`config.mk`:
```
export PLATFORM = sky130hd
export DESIGN_NAME = program_sequencer_stack
export DESIGN_NICKNAME = d
export VERILOG_FILES = /design/src/common/program_sequencer_pkg.sv /design/src/verilog/program_sequencer_stack.sv /design/src/verilog/return_stack.sv
export VERILOG_INCLUDE_DIRS = /design/src /design/src/common
export SDC_FILE = /design/constraint.sdc
export NUM_CORES = 1
export LEC_CHECK = 0
export ABC_AREA = 1
export CORE_MARGIN = 2
export CORE_UTILIZATION = 50
export DETAILED_ROUTE_END_ITERATION = 10
export DONT_BUFFER_PORTS = 1
export GPL_ROUTABILITY_DRIVEN = 0
export PLACE_DENSITY = 0.66
export REMOVE_ABC_BUFFERS = 1
export SYNTH_ARGS = -nofsm -noshare
export SYNTH_HDL_FRONTEND = slang
export SYNTH_HIERARCHICAL = 1
export SYNTH_SLANG_ARGS = --single-unit
```
`constraint.sdc`:
```
create_clock -name clk_in -period 2.9 [get_ports clk_in]
set_clock_uncertainty 0.15 [all_clocks]
set_input_delay 0.58 -clock clk_in [delete_from_list [all_inputs] [get_ports clk_in]]
set_output_delay 0.58 -clock clk_in [all_outputs]
set_load 0.05 [all_outputs]
```
`src/common/seq_map.svh`:
```
// Function
// - Four non-overlapping phases per instruction cycle
// - Counter advances at first phase; fetch then
// - Fetch overlaps execute; one instruction per cycle
// - Control transfers take two instruction cycles
// - Sequential instructions add one to counter
// - Low counter byte readable, writable; upper kept
// - Low-byte jump stays in current page
// - Low-byte write inserts one dummy cycle
// - Taken skip discards fetch; continue at plus two
// - Jump and call load eleven bits
// - Four-entry hidden return stack, hidden index
// - Call and interrupt acknowledge push return address
// - Returns pop top entry into counter
// - Reset leaves stack index at empty top
// - Full stack: latch interrupt, defer acknowledge
// - Call at full stack still executes, overflows
// - Eight-bit ALU for all data operations; clear and low-byte read load acc without it
// - ALU updates status flags and destination
// - Reset clears counter to address zero
// - Timer interrupt loads fixed vector address
`ifndef SEQ_MAP_SVH
`define SEQ_MAP_SVH

`define PC_W        11
`define PC_ONE      11'h001
`define PC_PAGE_HI  10
`define PC_PAGE_LO  8
`define VEC_RESET   11'h000
`define VEC_TIMER   11'h008
`define WORD_W      14
`define WORD_ZERO   14'h0000
`define DATA_W      8
`define DATA_MSB    7
`define DATA_ZERO   8'h00
`define DATA_ONE    8'h01
`define STK_DEPTH   4
`define STK_IDX_W   2
`define STK_CNT_W   3
`define STK_IDX_RST 2'h0
`define STK_IDX_ONE 2'h1
`define STK_CNT_RST 3'h0
`define STK_CNT_ONE 3'h1
`define STK_CNT_MAX 3'h4
`define F_CLS_HI    13
`define F_CLS_LO    11
`define F_SUB_HI    10
`define F_SUB_LO    8
`define F_IMM_HI    7
`define F_IMM_LO    0
`define F_TGT_HI    10
`define F_TGT_LO    0

`endif

```
`src/common/program_sequencer_pkg.sv`:
```
`include "seq_map.svh"
package program_sequencer_pkg;

    typedef enum logic [1:0] {
        PH_T1 = 2'b00,
        PH_T2 = 2'b01,
        PH_T3 = 2'b10,
        PH_T4 = 2'b11
    } cycle_phases_t;

    typedef enum logic [2:0] {
        CLS_ALU  = 3'b000,
        CLS_MISC = 3'b001,
        CLS_JUMP = 3'b010,
        CLS_CALL = 3'b011
    } instr_class_t;

    typedef enum logic [2:0] {
        ALU_ADD = 3'b000,
        ALU_SUB = 3'b001,
        ALU_AND = 3'b010,
        ALU_OR  = 3'b011,
        ALU_XOR = 3'b100,
        ALU_RLC = 3'b101,
        ALU_INC = 3'b110,
        ALU_DEC = 3'b111
    } alu_op_t;

    typedef enum logic [2:0] {
        MISC_NOP        = 3'b000,
        MISC_SUB_RETURN = 3'b001,
        MISC_INT_RETURN = 3'b010,
        MISC_WR_PCL     = 3'b011,
        MISC_RD_PCL     = 3'b100,
        MISC_SKIP_ZERO  = 3'b101,
        MISC_SKIP_CARRY = 3'b110,
        MISC_CLR_ACC    = 3'b111
    } misc_op_t;

    typedef struct packed {
        logic carry;
        logic zero;
    } status_t;

    typedef struct packed {
        instr_class_t           cls;
        logic [2:0]             sub;
        logic [`DATA_W-1:0]     imm;
        logic [`PC_W-1:0]       target;
    } instr_fields_t;

endpackage

```
`src/verilog/program_sequencer_stack.sv`:
```
`timescale 1ns/1ps
`include "seq_map.svh"
module program_sequencer_stack (
    input  wire logic                                 clk_in,
    input  wire logic                                 rstn_in,
    input  wire logic [`WORD_W-1:0]                   prog_data_in,
    input  wire logic                                 timer_irq_in,
    input  wire logic                                 int_enable_in,
    output logic      [`PC_W-1:0]                     prog_addr_out,
    output program_sequencer_pkg::cycle_phases_t      cycle_phases_out,
    output logic      [`DATA_W-1:0]                   acc_out,
    output program_sequencer_pkg::status_t            status_out,
    output logic                                      dummy_cycle_out,
    output logic                                      irq_pending_out,
    output logic                                      int_ack_out,
    output logic                                      stack_full_out
);

    // ==========================================================
    // Declarations
    program_sequencer_pkg::cycle_phases_t phase_r;
    program_sequencer_pkg::cycle_phases_t phase_nxt;
    program_sequencer_pkg::status_t       status_r;
    program_sequencer_pkg::status_t       status_nxt;
    program_sequencer_pkg::instr_fields_t exec;

    logic [`PC_W-1:0]   pc_r;
    logic [`PC_W-1:0]   pc_nxt;
    logic [`WORD_W-1:0] fetch_r;
    logic [`WORD_W-1:0] exec_word_r;
    logic               exec_valid_r;
    logic               exec_valid_nxt;
    logic [`DATA_W-1:0] acc_r;
    logic [`DATA_W-1:0] acc_nxt;
    logic               irq_flag_r;
    logic               int_ack_r;
    logic               commit;
    logic               ack;
    logic               push;
    logic               pop;
    logic [`PC_W-1:0]   stack_top;
    logic               stack_full;

    // ==========================================================
    // Instruction word split into fields
    function automatic program_sequencer_pkg::instr_fields_t decode_word(
        input logic [`WORD_W-1:0] w
    );
        program_sequencer_pkg::instr_fields_t f;
        f.cls    = program_sequencer_pkg::instr_class_t'(w[`F_CLS_HI:`F_CLS_LO]);
        f.sub    = w[`F_SUB_HI:`F_SUB_LO];
        f.imm    = w[`F_IMM_HI:`F_IMM_LO];
        f.target = w[`F_TGT_HI:`F_TGT_LO];
        return f;
    endfunction

    // ==========================================================
    // Eight-bit ALU: returns new status and result together
    function automatic logic [`DATA_W+1:0] alu_calc(
        input logic [2:0]         op,
        input logic [`DATA_W-1:0] a,
        input logic [`DATA_W-1:0] b,
        input logic               cin
    );
        logic [`DATA_W:0]   wide;
        logic [`DATA_W-1:0] res;
        logic               cout;
        wide = {1'b0, `DATA_ZERO};
        res  = `DATA_ZERO;
        cout = cin;
        unique case (program_sequencer_pkg::alu_op_t'(op))
            program_sequencer_pkg::ALU_ADD: begin
                wide = {1'b0, a} + {1'b0, b};
                res  = wide[`DATA_W-1:0];
                cout = wide[`DATA_W];
            end
            program_sequencer_pkg::ALU_SUB: begin
                wide = {1'b0, a} - {1'b0, b};
                res  = wide[`DATA_W-1:0];
                cout = ~wide[`DATA_W];
            end
            program_sequencer_pkg::ALU_AND: begin
                res = a & b;
            end
            program_sequencer_pkg::ALU_OR: begin
                res = a | b;
            end
            program_sequencer_pkg::ALU_XOR: begin
                res = a ^ b;
            end
            program_sequencer_pkg::ALU_RLC: begin
                res  = {a[`DATA_MSB-1:0], cin};
                cout = a[`DATA_MSB];
            end
            program_sequencer_pkg::ALU_INC: begin
                res = a + `DATA_ONE;
            end
            program_sequencer_pkg::ALU_DEC: begin
                res = a - `DATA_ONE;
            end
        endcase
        return {cout, (res == `DATA_ZERO), res};
    endfunction

    // ==========================================================
    // Phase sequencer
    always_comb begin
        unique case (phase_r)
            program_sequencer_pkg::PH_T1: phase_nxt = program_sequencer_pkg::PH_T2;
            program_sequencer_pkg::PH_T2: phase_nxt = program_sequencer_pkg::PH_T3;
            program_sequencer_pkg::PH_T3: phase_nxt = program_sequencer_pkg::PH_T4;
            program_sequencer_pkg::PH_T4: phase_nxt = program_sequencer_pkg::PH_T1;
        endcase
    end

    always_ff @(posedge clk_in) begin
        if (!rstn_in) begin
            phase_r <= program_sequencer_pkg::PH_T1;
        end else begin
            phase_r <= phase_nxt;
        end
    end

    // Execution results take effect at the end of the last phase
    assign commit = (phase_r == program_sequencer_pkg::PH_T4);

    // ==========================================================
    // Execute stage: next counter, flow changes, ALU results
    always_comb begin
        logic [`DATA_W+1:0] alu_out;
        alu_out        = alu_calc(3'b000, `DATA_ZERO, `DATA_ZERO, 1'b0);
        exec           = decode_word(exec_word_r);
        pc_nxt         = pc_r + `PC_ONE;
        exec_valid_nxt = 1'b1;
        acc_nxt        = acc_r;
        status_nxt     = status_r;
        push           = 1'b0;
        pop            = 1'b0;
        ack            = 1'b0;
        if (exec_valid_r) begin
            unique case (exec.cls)
                program_sequencer_pkg::CLS_ALU: begin
                    alu_out    = alu_calc(exec.sub, acc_r, exec.imm,
                                          status_r.carry);
                    acc_nxt    = alu_out[`DATA_W-1:0];
                    status_nxt = alu_out[`DATA_W+1:`DATA_W];
                end
                program_sequencer_pkg::CLS_MISC: begin
                    unique case (program_sequencer_pkg::misc_op_t'(exec.sub))
                        program_sequencer_pkg::MISC_NOP: begin
                            acc_nxt = acc_r;
                        end
                        program_sequencer_pkg::MISC_SUB_RETURN,
                        program_sequencer_pkg::MISC_INT_RETURN: begin
                            pop            = 1'b1;
                            pc_nxt         = stack_top;
                            exec_valid_nxt = 1'b0;
                        end
                        program_sequencer_pkg::MISC_WR_PCL: begin
                            pc_nxt = {pc_r[`PC_PAGE_HI:`PC_PAGE_LO],
                                      acc_r};
                            exec_valid_nxt = 1'b0;
                        end
                        program_sequencer_pkg::MISC_RD_PCL: begin
                            acc_nxt = pc_r[`DATA_W-1:0];
                        end
                        program_sequencer_pkg::MISC_SKIP_ZERO: begin
                            exec_valid_nxt = ~status_r.zero;
                        end
                        program_sequencer_pkg::MISC_SKIP_CARRY: begin
                            exec_valid_nxt = ~status_r.carry;
                        end
                        program_sequencer_pkg::MISC_CLR_ACC: begin
                            acc_nxt         = `DATA_ZERO;
                            status_nxt.zero = 1'b1;
                        end
                    endcase
                end
                program_sequencer_pkg::CLS_JUMP: begin
                    pc_nxt         = exec.target;
                    exec_valid_nxt = 1'b0;
                end
                program_sequencer_pkg::CLS_CALL: begin
                    push           = 1'b1;
                    pc_nxt         = exec.target;
                    exec_valid_nxt = 1'b0;
                end
                default: begin
                    acc_nxt = acc_r;
                end
            endcase
            // Acknowledge only after a plain instruction and with room left
            if (irq_flag_r && int_enable_in && !stack_full
                    && exec_valid_nxt) begin
                ack            = 1'b1;
                push           = 1'b1;
                pc_nxt         = `VEC_TIMER;
                exec_valid_nxt = 1'b0;
            end
        end
    end

    // ==========================================================
    // Program counter, advanced as the first phase begins
    always_ff @(posedge clk_in) begin
        if (!rstn_in) begin
            pc_r <= `VEC_RESET;
        end else if (commit) begin
            pc_r <= pc_nxt;
        end
    end

    // ==========================================================
    // Fetch in the first phase, hand over to execute at the last
    always_ff @(posedge clk_in) begin
        if (!rstn_in) begin
            fetch_r <= `WORD_ZERO;
        end else if (phase_r == program_sequencer_pkg::PH_T1) begin
            fetch_r <= prog_data_in;
        end
    end

    always_ff @(posedge clk_in) begin
        if (!rstn_in) begin
            exec_word_r  <= `WORD_ZERO;
            exec_valid_r <= 1'b0;
        end else if (commit) begin
            exec_word_r  <= fetch_r;
            exec_valid_r <= exec_valid_nxt;
        end
    end

    // ==========================================================
    // Accumulator and status
    always_ff @(posedge clk_in) begin
        if (!rstn_in) begin
            acc_r    <= `DATA_ZERO;
            status_r <= '0;
        end else if (commit) begin
            acc_r    <= acc_nxt;
            status_r <= status_nxt;
        end
    end

    // ==========================================================
    // Interrupt request flag: a new request beats the clear
    always_ff @(posedge clk_in) begin
        if (!rstn_in) begin
            irq_flag_r <= 1'b0;
        end else begin
            irq_flag_r <= (irq_flag_r & ~(ack & commit))
                        | timer_irq_in;
        end
    end

    always_ff @(posedge clk_in) begin
        if (!rstn_in) begin
            int_ack_r <= 1'b0;
        end else begin
            int_ack_r <= ack & commit;
        end
    end

    // ==========================================================
    // Return stack
    return_stack u_return_stack (
        .clk_in       (clk_in),
        .rstn_in      (rstn_in),
        .push_in      (push & commit),
        .pop_in       (pop & commit),
        .push_data_in (pc_r),
        .top_out      (stack_top),
        .full_out     (stack_full)
    );

    // ==========================================================
    // Outputs
    assign prog_addr_out    = pc_r;
    assign cycle_phases_out = phase_r;
    assign acc_out          = acc_r;
    assign status_out       = status_r;
    assign dummy_cycle_out  = ~exec_valid_r;
    assign irq_pending_out  = irq_flag_r;
    assign int_ack_out      = int_ack_r;
    assign stack_full_out   = stack_full;

endmodule

```
`src/verilog/return_stack.sv`:
```
`timescale 1ns/1ps
`include "seq_map.svh"
module return_stack (
    input  wire logic                  clk_in,
    input  wire logic                  rstn_in,
    input  wire logic                  push_in,
    input  wire logic                  pop_in,
    input  wire logic [`PC_W-1:0]      push_data_in,
    output logic      [`PC_W-1:0]      top_out,
    output logic                       full_out
);

    logic [`PC_W-1:0]      entry_r [`STK_DEPTH];
    logic [`STK_IDX_W-1:0] stack_index_r;
    logic [`STK_CNT_W-1:0] used_r;
    logic [`STK_IDX_W-1:0] top_idx;

    assign top_idx  = stack_index_r - `STK_IDX_ONE;
    assign top_out  = entry_r[top_idx];
    assign full_out = (used_r == `STK_CNT_MAX);

    // ==========================================================
    // Entries: no reset, only counter values are ever stored
    always_ff @(posedge clk_in) begin
        if (push_in) begin
            entry_r[stack_index_r] <= push_data_in;
        end
    end

    // ==========================================================
    // Index wraps, so a push at full overwrites the oldest entry
    always_ff @(posedge clk_in) begin
        if (!rstn_in) begin
            stack_index_r <= `STK_IDX_RST;
            used_r        <= `STK_CNT_RST;
        end else if (push_in) begin
            stack_index_r <= stack_index_r + `STK_IDX_ONE;
            if (used_r != `STK_CNT_MAX) begin
                used_r <= used_r + `STK_CNT_ONE;
            end
        end else if (pop_in) begin
            stack_index_r <= top_idx;
            if (used_r != `STK_CNT_RST) begin
                used_r <= used_r - `STK_CNT_ONE;
            end
        end
    end

endmodule

```
* Word level (Yosys, flattened, before mapping) *
Memory sizes are Yosys's and may differ from the RTL's.
Cells that the tools add are included.

word-level totals
  bits of input ports = 18
  memories kept = 1
  word-level logic and storage cells = 110
  register bits = 59
  bits in writable memories = 44
  output and inout bits = 27

operators by class
  eq/ne operators = 19
  reduce and logical (&&, ||, !) cells = 21
  bitwise logic cells = 13
  mux-type cells = 34
  $add $sub $neg = 9

memory list
  name                    depth  bits a word  read ports  clocked after Yosys merged registers in  write ports  line                source
  u_return_stack.entry_r  4      11           1           0                                        1            return_stack.sv:13  logic [`PC_W-1:0] entry_r [`STK_DEPTH];

operator list
  operator                 number
  $pmux W8 S8              1
  $pmux W11 S2             2
  $pmux W8 S2              2
  $mux W11                 2
  $mux W8                  2
  $eq A3 B3 Y1 const B     5
  $mux W1                  14
  $eq A3 B2 Y1 const B     4
  $mux W3                  4
  $reduce_and A4 Y1        3
  $add A11 B1 Y11 const B  1
  $add A8 B8 Y9            1
  $sub A8 B8 Y9            1
  $add A8 B1 Y8 const B    1
  $and A8 B8 Y8            1
  $logic_not A8 Y1         1
  $or A8 B8 Y8             1
  $pmux W2 S4              1
  $sub A8 B1 Y8 const B    1
  $xor A8 B8 Y8            1
  $eq A3 B1 Y1 const B     2
  $logic_not A3 Y1         2
  $pmux W1 S3              2
  $reduce_bool A2 Y1       3
  24 further kinds         38

* Logic depth before layout (Yosys ltp) *
  depth after elaboration = 12
  gate-level depth with buffers = 19
  depth with buffers taken out = 17

* Hierarchy *
Netlist, hierarchy kept.

modules (own cells, without submodules)
  module                   times used  cells each  area an instance (um^2)  sequential area each (um^2)
  program_sequencer_stack  1           683         4,409.2                  1,081.0
  return_stack             1           159         1,986.9                  1,421.4

* Worst setup path after synthesis *
No wires, ideal clock.

  path kind = reg2reg
  from = register u_return_stack.used_r[0]
  to = register u_return_stack.used_r[1]
  data arrival time = 2.738 ns
  required time = 2.637 ns
  path buffers = 1
  cell stages (with the launch flop) = 12
  setup slack = -0.101 ns
  setup time = 0.113 ns
  period minus slack after synthesis = 3.001 ns
  cell sequence = dfxtp_1 nor3_1 nor2_1 nand3_2 inv_2 nand2_1 nand2_1 buf_6 inv_2 fa_1 o21ai_1 nor2_1

between the ends
  word-level cells in the longest chain between the ends = 9
  elaborated cells on any way between the ends = 19
  classes of those cells = add/sub: 2; eq/ne: 3; mux: 6; bitwise: 1; reduce/logical: 7

ends and longest elaborated chain
  what                                                                 line                            source
  start, declared                                                      return_stack.sv:15              logic [`STK_CNT_W-1:0] used_r;
  start signal, assigned                                               return_stack.sv:35              used_r <= `STK_CNT_RST;
  start signal, assigned                                               return_stack.sv:39              used_r <= used_r + `STK_CNT_ONE;
  start signal, assigned                                               return_stack.sv:44              used_r <= used_r - `STK_CNT_ONE;
  $eq A3 B3 Y1 (no line) (*)                                           -
  via stack_full_out                                                   program_sequencer_stack.sv:16   output logic stack_full_out
  $logic_not A1 Y1 (*)                                                 program_sequencer_stack.sv:193  if (irq_flag_r && int_enable_in && !stack_full
  $logic_and A1 B1 Y1 (*)                                              program_sequencer_stack.sv:193
  $logic_and A1 B1 Y1 (*)                                              program_sequencer_stack.sv:194  && exec_valid_nxt) begin
  $mux W1 (*)                                                          program_sequencer_stack.sv:193
  $mux W1 (*)                                                          program_sequencer_stack.sv:140  if (exec_valid_r) begin
  $and A1 B1 Y1 (*)                                                    program_sequencer_stack.sv:269  .push_in (push & commit),
  $ne A2 B2 Y1 (no line) / $reduce_bool A2 Y1 (equally long branches)  -
  $reduce_and A3 Y1 (no line)                                          -

Mark *: on every way through the listed nets, which the timed path passes. The rest lies on a longest branch. The select of a mux whose other input is x is not followed.
A chain may end at the register's enable or synchronous reset.

* Worst setup path in the final report *
  from = register exec_word_r[9]
  to = register u_return_stack.used_r[2]

between the ends
  word-level cells in the longest chain between the ends = 11
  elaborated cells on any way between the ends = 23
  classes of those cells = eq/ne: 6; mux: 9; bitwise: 2; reduce/logical: 6

ends and longest elaborated chain
  what                                                                 line                            source
  start, declared                                                      program_sequencer_stack.sv:30   logic [`WORD_W-1:0] exec_word_r;
  start signal, assigned                                               program_sequencer_stack.sv:225  exec_word_r <= `WORD_ZERO;
  start signal, assigned                                               program_sequencer_stack.sv:228  exec_word_r <= fetch_r;
  $eq A3 B2 Y1 / $eq A3 B1 Y1 (equally long branches)                  program_sequencer_stack.sv:149  unique case (program_sequencer_pkg::misc_op_t'(exec.sub))
  $reduce_or A3 Y1 (no line)                                           -
  $pmux W1 S3                                                          program_sequencer_stack.sv:149
  $pmux W1 S2                                                          program_sequencer_stack.sv:141  unique case (exec.cls)
  $mux W1                                                              program_sequencer_stack.sv:140
  $logic_and A1 B1 Y1                                                  program_sequencer_stack.sv:194
  $mux W1                                                              program_sequencer_stack.sv:193
  $mux W1                                                              program_sequencer_stack.sv:140
  $and A1 B1 Y1                                                        program_sequencer_stack.sv:269
  $ne A2 B2 Y1 (no line) / $reduce_bool A2 Y1 (equally long branches)  -
  $reduce_and A3 Y1 (no line)                                          -

Parallel ways exist; a longest one is shown, timed or not. The select of a mux whose other input is x is not followed.

==> implementation parameters <==
Parameter                              Value

Synth
  Syn Std Cell Area    6400 sq um
  Most used DFF post-synth    sky130_fd_sc_hd__dfxtp_1
  Number of standard cells after synthesis    842
  Synth area leader    sky130_fd_sc_hd__edfxtp_1
  Average size of a mapped cell    7.60 sq um
  Post-synth top area share    20.7%
  Count leader, synth    sky130_fd_sc_hd__nand2_1
  Portion of the post-synthesis area used by sequential elements    39.1%
  Distinct cell type count of the synthesized netlist    43
  Fraction of registers with async set or reset after synthesis    0%
  Most instantiated cells after synthesis    158 x sky130_fd_sc_hd__nand2_1, 109 x sky130_fd_sc_hd__nor2_1, 81 x sky130_fd_sc_hd__inv_1
  Warnings, synthesis    6
  Post-synth EDFFs    44
  Synthesis-stage register bit count    103
  Leading cell types by total area after synthesis    sky130_fd_sc_hd__edfxtp_1 21%, sky130_fd_sc_hd__dfxtp_1 18%, sky130_fd_sc_hd__nand2_1 9.3%

Setup path
  Critical path startpoint category    flop
  CP Class    reg -> reg
  Crit path DAT    2800 ps
  Number of buffer and inverter instances along the worst setup path    4
  CP max stage delay    460 ps
  Top Family by Delay on Critical Path    simple AND/OR/NAND/NOR gates
  Crit-path max FO    9
  Most repeated library cell on the critical path    sky130_fd_sc_hd__nand2_1
  Cell with the largest stage delay on the worst path    sky130_fd_sc_hd__dfxtp_1
  Critical Path, Cell by Cell    inv_2 > nand3_4 > or2_0 > nand3_2 > nand3_2 > inv_2 > nand2_1 > nand2_2 > inv_2 > fa_1 > inv_1 > nand2_1 > nand2_1 > nand2_2 > nand2_1 > nor2_1
  Data required time at the worst endpoint    3000 ps
  Critical Path End Type    flop

Die
  Effective utilization at floorplan    50.9%
  Row count    41
  Height of the die    117 um
  Core area    12600 sq um
  # IOs    45
  Die Area    13700 sq um
  Die boundary width    117 um

Cells and area
  Number of diodes added for antenna fixing    0
  Final Core Density    55.9%
  Layout cells sized above 1    11.1%
  Area Overhead vs Synth    9.78%
  Fin nets    918

GRT
  Number of global-route vias before repair    5555
  Tot GR Track Use    26.6%
  Initial antenna violation count    0
  Largest net degree at the start of global routing    51
  Overflow after GRT    0
  First-pass GRT wire length    28100 um

CTS
  Later-pin clock latency in the skew report    350 ps
  Number of sinks handled by clock tree synthesis    103
  Buffers from clock root to sink, at most    2
  Number of H-tree branching levels    3
  Buffers inserted during post-CTS setup optimization    0
  Clock tree root driver cell    sky130_fd_sc_hd__clkbuf_16
  Clock tree from TritonCTS    built
  Number of buffers created by CTS    9
  Number of buffers inserted for hold repair after clock tree synthesis    0
  Clk pin slew, worst setup/hold paths    70 ps

Timing
  Crit share post-route    93.1%
  Final-report max-slew violation count    0
  Max transition margin    53.3%
  Final count of hold timing violations    0
  Final hold slack    195 ps
  Final min period    2700 ps
  Peak Freq    370 MHz
  Number of setup violations in the final report    0
  Transition time at the pin with the least slew margin    700 ps

Power and ir drop
  Combinational fraction of design power    28.0%
  Peak supply drop    0.000375 V
  Sw frac    36.1%
  Leakage power summed over all cells    0.00307 uW
  Reg power frac    42.4%
  Proportion of power drawn by the clock network    29.7%
  Pwr Density    598 nW/um^2
  Reported net switching power    1520 uW
  Pint    2680 uW

Detailed routing
  Drt first pass iters    5
  Wire length reported by the detailed router    17500 um
  DRC violation count after routing    0
  Antenna Nets Post-Route    0
  Via count    5891
  Post-detailed-route wirelength per cell    17.0 um
  Ratio of routed vias to standard cells    5.70
  Drt first-iter violations    622

Placed design
  Buffers added on ports    0
  Half-perimeter wire length after detailed placement    13300 um

Run
  Reported max-cap violation count    0

Hold path
  Hold Path Class    in -> reg

Outcome
  Status    completed
## worst paths after layout
path	startpoint	to	slack, ps	cells after the start
worst max-delay path	exec_word_r[9]$_SDFFE_PN0P_	u_return_stack/used_r[2]$_SDFFE_PN0P_	200	16
worst min register to register	fetch_r[13]$_SDFFE_PN0N_	exec_word_r[13]$_SDFFE_PN0P_	340	2
worst max register to register	exec_word_r[9]$_SDFFE_PN0P_	u_return_stack/used_r[2]$_SDFFE_PN0P_	200	16
worst min-delay path	rstn_in	cycle_phases_out[1]$_SDFF_PN0_	190	2
## per-layer routing
| metal | vias up | GRT usage [%] | share of wire (%) |
|---|---|---|---|
| met2 | 285 | 40.8 | 44 |
| met5 | - | 0 | 0 |
| li1 | 2844 | - | - |
| met1 | 2727 | 36.9 | 43 |
| met3 | 35 | 6.02 | 9.6 |
| met4 | 0 | 9.41 | 2.7 |
## what timing repair did
| item | 4_1_cts | 5_1_grt |
|---|---|---|
| endpoints found under the hold margin | 0 | 0 |
| resized for setup | 0 | 2 |
| setup endpoints to repair | 0 | 1 |
## through the flow
step	TNS, ps	instance area, sq um	worst slack (ps)	instances	total power (uW)
CTS	0	7020	131	1034	4200
global placement	0	6710	267	1018	2930
floorplan	-268	6230	-112	811	2620
finish	0	7020	200	1034	4200
detailed placement	0	6710	133	1018	2960
global route	-0.0633	7020	-0.0633	1034	4420
## state kept, by name (all words and copies together), names as in the netlist
signal,flops
acc_out,8
cycle_phases_out,2
exec_valid_r,1
exec_word_r,14
fetch_r,14
int_ack_out,1
irq_pending_out,1
prog_addr_out,11
status_out,2
u_return_stack/entry_r,44
u_return_stack/stack_index_r,2
u_return_stack/used_r,3
## logic make-up after synthesis
logic type	share of synthesized area (%)
XOR/XNOR	1.37
adder cells (fa/ha/maj)	8.88
AO/OA/AOI/OAI	15.4
AND/OR/NAND/NOR	26.7
buffers and inverters	8.51
flip-flops	39.1
## power by group through the flow
stage,sequential (uW),combinational [uW],clock [uW]
4_1_cts,1780,1150,1270
5_1_grt,1800,1310,1320
3_5_place_dp,1810,1150,0
3_3_place_gp,1800,1130,0
2_1_floorplan,1900,720,0
6_report,1780,1180,1250
## layout make-up
class                      count  area [sq um]
inverter                      99           377
multi-input combinational    609          3360
clock inverter                 6          77.6
tap                          172           215
clock buffer                  10           229
fill                        1196          5550
timing repair buffer          35           263
sequential                   103          2500
## cells in the final DEF (no fill, tap or decap), types with 4 or more instances in the layout
master	count
sky130_fd_sc_hd__nand2_2	6
sky130_fd_sc_hd__nand3b_1	9
sky130_fd_sc_hd__fa_1	4
sky130_fd_sc_hd__nor2_1	109
sky130_fd_sc_hd__buf_4	35
sky130_fd_sc_hd__edfxtp_1	44
sky130_fd_sc_hd__nand4_1	16
sky130_fd_sc_hd__o221ai_1	4
sky130_fd_sc_hd__o21ai_1	10
sky130_fd_sc_hd__nand2_1	157
sky130_fd_sc_hd__inv_1	81
sky130_fd_sc_hd__o22ai_1	15
sky130_fd_sc_hd__a21oi_1	56
sky130_fd_sc_hd__nand3_1	54
sky130_fd_sc_hd__inv_2	14
sky130_fd_sc_hd__dfxtp_1	58
sky130_fd_sc_hd__a31oi_1	4
sky130_fd_sc_hd__nor2_4	4
sky130_fd_sc_hd__xor2_1	10
sky130_fd_sc_hd__o21ai_0	80
sky130_fd_sc_hd__clkbuf_16	9
sky130_fd_sc_hd__ha_1	39
(Power assumes the default switching activity.)
